File: src/shared/iob_pkg.sv
// package of the isolated i/o card register bank
// assumes one byte-wide host i/o port and a single 10 mhz clock
package iob_pkg;

  // ==========================================================
  // widths
  localparam int unsigned IOB_AW = 16;
  localparam int unsigned IOB_DW = 8;

  // ==========================================================
  // register offsets from the assigned base address
  localparam logic [7:0] IOB_OFF_ENABLE   = 8'h00;
  localparam logic [7:0] IOB_OFF_SPDIR    = 8'h02;
  localparam logic [7:0] IOB_OFF_SPOUT    = 8'h03;
  localparam logic [7:0] IOB_OFF_IRQMASK  = 8'h05;
  localparam logic [7:0] IOB_OFF_SPSTATE  = 8'h07;
  localparam logic [7:0] IOB_OFF_IRQPOL   = 8'h2A;
  localparam logic [7:0] IOB_OFF_RELAY    = 8'hC0;
  localparam logic [7:0] IOB_OFF_INPUT    = 8'hC4;
  localparam logic [7:0] IOB_OFF_BOARDID  = 8'hF0;

  // ==========================================================
  // field positions and reset values
  localparam int unsigned IOB_ENABLE_BIT  = 0;
  localparam logic [7:0]  IOB_RST_ENABLE  = 8'h00;
  localparam logic [7:0]  IOB_RST_SPDIR   = 8'h00;
  localparam logic [7:0]  IOB_RST_SPOUT   = 8'h00;
  localparam logic [7:0]  IOB_RST_IRQMASK = 8'h00;
  localparam logic [7:0]  IOB_RST_SPSTATE = 8'h00;
  localparam logic [7:0]  IOB_RST_IRQPOL  = 8'h00;
  localparam logic [7:0]  IOB_RST_RELAY   = 8'h00;
  localparam logic [7:0]  IOB_UNMAPPED    = 8'h00;

  // value is arbitrary, not tied to any real card
  localparam logic [7:0]  IOB_BOARD_ID    = 8'h5A;

  // ==========================================================
  // host i/o request, one cycle long
  typedef struct packed {
    logic              wr;
    logic              rd;
    logic [IOB_AW-1:0] addr;
    logic [IOB_DW-1:0] wdata;
  } iob_req_t;

  // read answer
  typedef struct packed {
    logic              valid;
    logic [IOB_DW-1:0] data;
  } iob_rsp_t;

endpackage : iob_pkg

File: src/verilog/iob_sync2.sv
// two-stage synchroniser for a bus of pin levels
// assumes each bit is an independent level; no word coherence
`timescale 1ns/1ps
module iob_sync2 #(
  parameter int unsigned WIDTH = 8
) (
  input  wire logic             sys_clk,
  input  wire logic             srst,
  input  wire logic             ce,
  input  wire logic [WIDTH-1:0] async_in,
  output logic      [WIDTH-1:0] sync_out
);

  // ==========================================================
  // stages
  logic [WIDTH-1:0] meta_reg;

  // first stage feeds only the second stage
  always_ff @(posedge sys_clk) begin
    if (srst) begin
      meta_reg <= '0;
      sync_out <= '0;
    end else if (ce) begin
      meta_reg <= async_in;
      sync_out <= meta_reg;
    end
  end

endmodule : iob_sync2

File: src/verilog/iob_regbank.sv
// register bank of the eight-input, eight-relay isolated i/o card
// assumes host i/o requests on sys_clk and a base address from configuration
//
// Functional notes
// - Every register is decoded as a byte offset from the configured base address.
// - The global enable bit comes up low and all input and relay activity is off while low.
// - Writing 1 to enable bit 0 turns input and relay output on, 0 turns it off, bits 7..1 reserved.
// - A direction bit of 0 makes its spare pin an input and 1 makes it an output.
// - All spare pin direction bits reset low so every spare pin starts as an input.
// - A spare pin set as output drives the matching bit of the spare pin output register.
// - A write at offset C0 sets the eight relay outputs, bit 0 to bit 7.
// - A read at offset C0 returns the inverse of the eight relay states.
// - Mask, spare pin state and polarity registers read back what was written.
`timescale 1ns/1ps
module iob_regbank (
  input  wire logic                    sys_clk,
  input  wire logic                    srst,
  input  wire logic                    ce,
  input  wire logic [iob_pkg::IOB_AW-1:0] base_addr,
  input  wire iob_pkg::iob_req_t       host_req,
  output iob_pkg::iob_rsp_t            host_rsp,
  input  wire logic [7:0]              isolated_inputs,
  input  wire logic [7:0]              spare_pin_bit_in,
  output logic      [7:0]              spare_pin_bit_out,
  output logic      [7:0]              spare_pin_bit_oe,
  output logic      [7:0]              relay_out,
  output logic                         io_enabled,
  output logic      [7:0]              irq_mask,
  output logic      [7:0]              irq_polarity
);

  import iob_pkg::*;

  // ==========================================================
  // helpers

  // offset of an address inside the card window, valid flag on top
  function automatic logic [8:0] offset_of(
    input logic [IOB_AW-1:0] addr,
    input logic [IOB_AW-1:0] base
  );
    logic [IOB_AW-1:0] diff;
    diff = addr - base;
    offset_of = {(diff[IOB_AW-1:8] == '0), diff[7:0]};
  endfunction : offset_of

  // true when a request hits a given offset
  function automatic logic hits(
    input logic [8:0] off,
    input logic [7:0] target
  );
    hits = off[8] && (off[7:0] == target);
  endfunction : hits

  // ==========================================================
  // state
  logic [7:0] enable_reg;
  logic [7:0] spdir_reg;
  logic [7:0] spout_reg;
  logic [7:0] irqmask_reg;
  logic [7:0] spstate_reg;
  logic [7:0] irqpol_reg;
  logic [7:0] relay_reg;
  logic [7:0] rdata_reg;
  logic       rvalid_reg;
  logic [7:0] rdata_next;
  logic [7:0] inputs_sync;
  logic [7:0] spare_sync;
  logic [8:0] req_off;
  logic       wr_go;
  logic       enabled;

  // ==========================================================
  // pin synchronisers
  iob_sync2 #(
    .WIDTH (16)
  ) u_sync (
    .sys_clk  (sys_clk),
    .srst     (srst),
    .ce       (ce),
    .async_in ({spare_pin_bit_in, isolated_inputs}),
    .sync_out ({spare_sync, inputs_sync})
  );

  // ==========================================================
  // decode
  // base relative decode
  assign req_off = offset_of(host_req.addr, base_addr);
  assign wr_go   = ce && host_req.wr;
  assign enabled = enable_reg[IOB_ENABLE_BIT];

  // ==========================================================
  // global enable
  // enable bit only, reserved bits stay zero
  always_ff @(posedge sys_clk) begin
    if (srst) begin
      enable_reg <= IOB_RST_ENABLE;
    end else if (wr_go && hits(req_off, IOB_OFF_ENABLE)) begin
      enable_reg <= {7'h00, host_req.wdata[IOB_ENABLE_BIT]};
    end
  end

  // ==========================================================
  // spare pins
  // direction register, inputs after reset
  always_ff @(posedge sys_clk) begin
    if (srst) begin
      spdir_reg <= IOB_RST_SPDIR;
    end else if (wr_go && hits(req_off, IOB_OFF_SPDIR)) begin
      spdir_reg <= host_req.wdata;
    end
  end

  always_ff @(posedge sys_clk) begin
    if (srst) begin
      spout_reg <= IOB_RST_SPOUT;
    end else if (wr_go && hits(req_off, IOB_OFF_SPOUT)) begin
      spout_reg <= host_req.wdata;
    end
  end

  always_ff @(posedge sys_clk) begin
    if (srst) begin
      spstate_reg <= IOB_RST_SPSTATE;
    end else if (wr_go && hits(req_off, IOB_OFF_SPSTATE)) begin
      spstate_reg <= host_req.wdata;
    end
  end

  // drive only bits set as outputs
  assign spare_pin_bit_out = spout_reg & spdir_reg;
  assign spare_pin_bit_oe  = spdir_reg;

  // ==========================================================
  // interrupt setup storage, no interrupt logic lives here
  // mask readback
  always_ff @(posedge sys_clk) begin
    if (srst) begin
      irqmask_reg <= IOB_RST_IRQMASK;
    end else if (wr_go && hits(req_off, IOB_OFF_IRQMASK)) begin
      irqmask_reg <= host_req.wdata;
    end
  end

  always_ff @(posedge sys_clk) begin
    if (srst) begin
      irqpol_reg <= IOB_RST_IRQPOL;
    end else if (wr_go && hits(req_off, IOB_OFF_IRQPOL)) begin
      irqpol_reg <= host_req.wdata;
    end
  end

  // ==========================================================
  // relays
  // relays drop while disabled so a disable is also a safe state
  always_ff @(posedge sys_clk) begin
    if (srst) begin
      relay_reg <= IOB_RST_RELAY;
    end else if (ce) begin
      if (!enabled) begin
        relay_reg <= IOB_RST_RELAY;
      end else if (host_req.wr && hits(req_off, IOB_OFF_RELAY)) begin
        relay_reg <= host_req.wdata;
      end
    end
  end

  // ==========================================================
  // read path
  always_comb begin
    rdata_next = IOB_UNMAPPED;
    if (hits(req_off, IOB_OFF_ENABLE)) begin
      rdata_next = enable_reg;
    end else if (hits(req_off, IOB_OFF_SPDIR)) begin
      rdata_next = spdir_reg;
    end else if (hits(req_off, IOB_OFF_SPOUT)) begin
      rdata_next = spout_reg;
    end else if (hits(req_off, IOB_OFF_IRQMASK)) begin
      rdata_next = irqmask_reg;
    end else if (hits(req_off, IOB_OFF_SPSTATE)) begin
      rdata_next = spstate_reg;
    end else if (hits(req_off, IOB_OFF_IRQPOL)) begin
      rdata_next = irqpol_reg;
    end else if (hits(req_off, IOB_OFF_RELAY)) begin
      rdata_next = ~relay_reg;
    end else if (hits(req_off, IOB_OFF_INPUT)) begin
      rdata_next = enabled ? inputs_sync : 8'h00;
    end else if (hits(req_off, IOB_OFF_BOARDID)) begin
      rdata_next = IOB_BOARD_ID;
    end
  end

  // one cycle read latency, valid is a single pulse
  always_ff @(posedge sys_clk) begin
    if (srst) begin
      rdata_reg  <= 8'h00;
      rvalid_reg <= 1'b0;
    end else if (ce) begin
      rvalid_reg <= host_req.rd;
      if (host_req.rd) begin
        rdata_reg <= rdata_next;
      end
    end
  end

  // ==========================================================
  // outputs
  assign host_rsp.valid = rvalid_reg;
  assign host_rsp.data  = rdata_reg;
  assign relay_out      = relay_reg;
  assign io_enabled     = enabled;
  assign irq_mask       = irqmask_reg;
  assign irq_polarity   = irqpol_reg;

  // spare pin level is synchronised but kept for a later status view
  logic unused_spare;
  assign unused_spare = ^spare_sync;

endmodule : iob_regbank

File: config.mk
export PLATFORM = sky130hd
export DESIGN_NAME = iob_regbank
export DESIGN_NICKNAME = d
export VERILOG_FILES = /design/src/shared/iob_pkg.sv /design/src/verilog/iob_sync2.sv /design/src/verilog/iob_regbank.sv
export SDC_FILE = /design/constraint.sdc
export NUM_CORES = 1
export LEC_CHECK = 0
export BUFFER_PORTS_ARGS = -buffer_cell sky130_fd_sc_hd__buf_4
export CORE_ASPECT_RATIO = 0.9
export CORE_MARGIN = 1.5
export CORE_UTILIZATION = 58
export DETAILED_ROUTE_END_ITERATION = 10
export GPL_TIMING_DRIVEN = 0
export PLACE_DENSITY = 0.86
export SETUP_SLACK_MARGIN = 0.5
export SYNTH_ARGS = -nofsm -noshare
export SYNTH_HDL_FRONTEND = slang
export SYNTH_SLANG_ARGS = --single-unit
File: constraint.sdc
create_clock -name sys_clk -period 7.65 [get_ports sys_clk]
set_input_delay 0.765 -clock sys_clk [delete_from_list [all_inputs] [get_ports sys_clk]]
set_output_delay 0.765 -clock sys_clk [all_outputs]
set_load 0.01 [all_outputs]
==> qor.yml <==
rows: 30
min_delay_worst_endpoint: "rdata_reg[4]$_SDFFE_PP0P_"
worstRegToRegCells: 5
setup_ws_ns: 3.16
ir_drop_mv: 0.160
reg2reg_from: "enable_reg[0]$_SDFFE_PP0P_"
holdBufCountCts: 0
hp-start: "rdata_reg[4]$_SDFFE_PP0P_"
cts-root-buf: "clkbuf_8"
cts_sinks: 74
cts_max_level: 3
cts_resized: 0
clk_latency_ns: 0.35
p_int_mw: 0.719
fmax_ghz: 0.223
dp_hpwl_um: 9990
min_path_cells: 2
finalCritPeriodShare_pct: 58.6
crit_required_ns: 7.86
fin_crit_ns: 4.49
synth_edf_count: 0
r2r_slack_ns: 5.63
clkPwrFrac_pct: 40.6
numCtsBuffers: 9
gp_congestion: 0.990
core_area_mm2: 0.00754
grt-ovfl-total: 0
hold_class: "reg -> reg"
critical_path.startpoint_type: "input pin"
finalSetupViolations: 0
ys_ff_latch: 74
worstPathCellList: "buf_4, ha_1, fa_1, nand2b_1, a21o_2, a311oi_1, nand3_1, nor4_2, nand2_1, nor4_4, mux2i_1, nor2_1"
fin_nets: 724
via_per_inst: 6.11
comb_power_share_pct: 20.1
cts_buffer_depth: 2
grt_max_degree: 14
synth-main-ff-cell: "dfxtp_1"
drt-total-wl_um: 13600
tritoncts: "done"
netlist_instances: 533
n_fill_cell: 563
power.total_mw: 0.995
path_buf_inv: 1
port_buffers: 102
syn2layout_area_growth_pct: 25.3
pwr-share-seq_pct: 39.4
die_w_um: 96.2
worst_pin_slew_ns: 1.32
yosysWarnings: 0
postCtsSetupBuffers: 0
drc: 0
syn_area_per_cell_um2: 8.50
async_flop_share_pct: 0
r2r_end: "relay_out[7]$_SDFFE_PP0P_"
crit_family: "simple AND/OR/NAND/NOR gates"
power_density_mw_per_mm2: 175
grt_pass1_vias: 4226
crit_path_max_incr_delay_ns: 0.78
synthesis.area_mm2: 0.00453
seq_area_frac_synth_pct: 32.7
switching_share_pct: 27.8
worst-path-max-fanout: 8
drive_gt1_share_pct: 23.4
die_area_mm2: 0.00835
rsz0062_at_grt: "no"
drtAntennaViolNets: 0
grt_pass1_wl_um: 21400
insertedDiodeCount: 0
crit_type: "in -> reg"
finalMaxSlewViolations: 0
critPathArrivalTime_ns: 4.70
status: "complete, no violations"
final-hold-violation-count: 0
wl_per_cell_um: 18.2
drtIter0Drc: 367
first_pass_iters: 5
fin_tns_setup_ns: 0
max_cap_violations: 0
antenna_found_initial: 0
dp_slack_ns: 2.96
start_util_pct: 60.1
slew_headroom_pct: 11.0
slowest_stage: "nor4_4"
power.switching_mw: 0.277
io-pin-count: 111
dieHeight_um: 86.9
p_leak_nw: 2.36
cp-end-kind: "register"
syn_nets: 611
cts.clk_slew.worst_paths_ns: 0.08
grt_use_total_pct: 33.9
vias: 4560
yosysUniqueCellTypes: 71
clock_skew_ns: 0.00506
## power groups by stage
stage | registers, mW | clock network [mW] | logic (mW)
2_1_floorplan | 0.400 | 0 | 0.136
3_3_place_gp | 0.400 | 0 | 0.189
3_5_place_dp | 0.401 | 0 | 0.195
4_1_cts | 0.392 | 0.402 | 0.196
5_1_grt | 0.392 | 0.420 | 0.218
6_report | 0.392 | 0.404 | 0.200
## stage by stage
| stage | util [%] | instances | instance area (um2) | hold WS (ns) |
|---|---|---|---|---|
| floorplan | - | 533 | 4530 | 0.451 |
| global placement | 71.8 | 731 | 5420 | 0.439 |
| detailed placement | 71.8 | 731 | 5420 | 0.447 |
| CTS | 75.3 | 746 | 5680 | 0.464 |
| global route | 75.3 | 746 | 5680 | 0.487 |
| finish | 75.3 | 746 | 5680 | 0.458 |
## how the worst max path moves through the flow
stage	slack [ns]	to	depth (start not counted)	startpoint
2_1_floorplan	3.84	spstate_reg[0]$_SDFFE_PP0P_	12	host_req[8]
3_3_place_gp	3.06	irq_polarity[4]$_SDFFE_PP0P_	12	base_addr[0]
3_5_place_dp	2.96	irq_polarity[2]$_SDFFE_PP0P_	12	base_addr[0]
4_1_cts	3.27	irq_polarity[6]$_SDFFE_PP0P_	12	base_addr[0]
5_1_grt	2.96	irq_polarity[5]$_SDFFE_PP0P_	12	base_addr[0]
6_report	3.16	irq_mask[1]$_SDFFE_PP0P_	12	base_addr[0]
## routing by layer
layer / routed length [um] / GRT usage (%) / vias up
met5: 0 / 0 / -
met4: 344 / 13.4 / 0
met3: 1170 / 6.20 / 32
met2: 6070 / 50.6 / 254
met1: 6010 / 48.0 / 2144
li1: - / - / 2130
## Yosys cell counts (3+ instances only)
cell type  count  area, um2
buf_2          6       30.0
o221ai_1       4       35.0
and2_1         9       56.3
inv_1         26       97.6
nor2_1        80        300
nor3_1         6       30.0
ha_1          16        200
and3_1         3       18.8
o22ai_1        3       18.8
nand4b_1       7       61.3
a21o_1         4       30.0
clkbuf_1      18       67.6
dfxtp_1       74       1480
xor2_1         4       35.0
o21ai_0       20        100
mux2i_1       63        631
a21oi_1       20        100
nand2b_1       8       50.1
mux2_2         3       33.8
nand2_1       42        158
nor4_4         3       63.8
or4_1          3       22.5
a211oi_1       3       22.5
nand3_1       17       85.1
xnor2_1        7       61.3
a22oi_1        3       22.5
o211ai_1       5       37.5
o31ai_1        4       30.0
o311ai_0       4       35.0
o21ai_1        4       20.0
or3b_2         7       61.3
nand4_1        6       37.5
nor2b_1        3       18.8
## layout by cell type, fill, tap and decap left out, drive strengths merged, types with 3 or more instances in the layout
cell,instances
nand3b,3
a211oi,6
buf,113
and3,3
a22oi,3
bufinv,4
nor2,81
o22ai,3
and2,9
nand3,17
or4,4
o221ai,4
nand4b,7
xor2,4
a2111oi,3
mux2i,63
ha,16
o211ai,5
xnor2,7
mux2,3
inv,28
nor2b,3
a21o,5
dfxtp,74
or3b,7
nor3,6
o21ai,24
o311ai,6
nand2b,8
nand2,42
nor4,5
o31ai,4
nand4,7
clkbuf,27
a21oi,21
## layout make-up
| cell class | instances | area [um2] | share of cell area, % |
|---|---|---|---|
| Buffer | 29 | 135 | 2.38 |
| Clock buffer | 9 | 124 | 2.18 |
| Clock inverter | 6 | 138 | 2.42 |
| Inverter | 26 | 97.6 | 1.72 |
| Multi-Input combinational cell | 404 | 2820 | 49.6 |
| Sequential cell | 74 | 1480 | 26.1 |
| Tap cell | 96 | 120 | 2.11 |
| Timing Repair Buffer | 102 | 766 | 13.5 |
## logic make-up (layout without fill, tap and decap cells)
kind of cell	count (synthesis)	after routing	share of synthesized area (%)
multiplexers	66	66	14.7
adder cells (fa/ha/maj)	17	17	4.86
buffers and inverters	55	172	5.14
AND/OR/NAND/NOR	209	209	24.4
XOR/XNOR	11	11	2.13
AO/OA/AOI/OAI	101	101	16.1
flip-flops	74	74	32.7
## worst reg2reg max path, stage by stage, from the launching register on
cell and delay, ns:
dfxtp_1 0.35, clkbuf_1 0.33, clkbuf_1 0.45, buf_1 0.41, nand2_1 0.09, o311ai_0 0.29
Note: power is estimated with default switching activity, not from simulation.
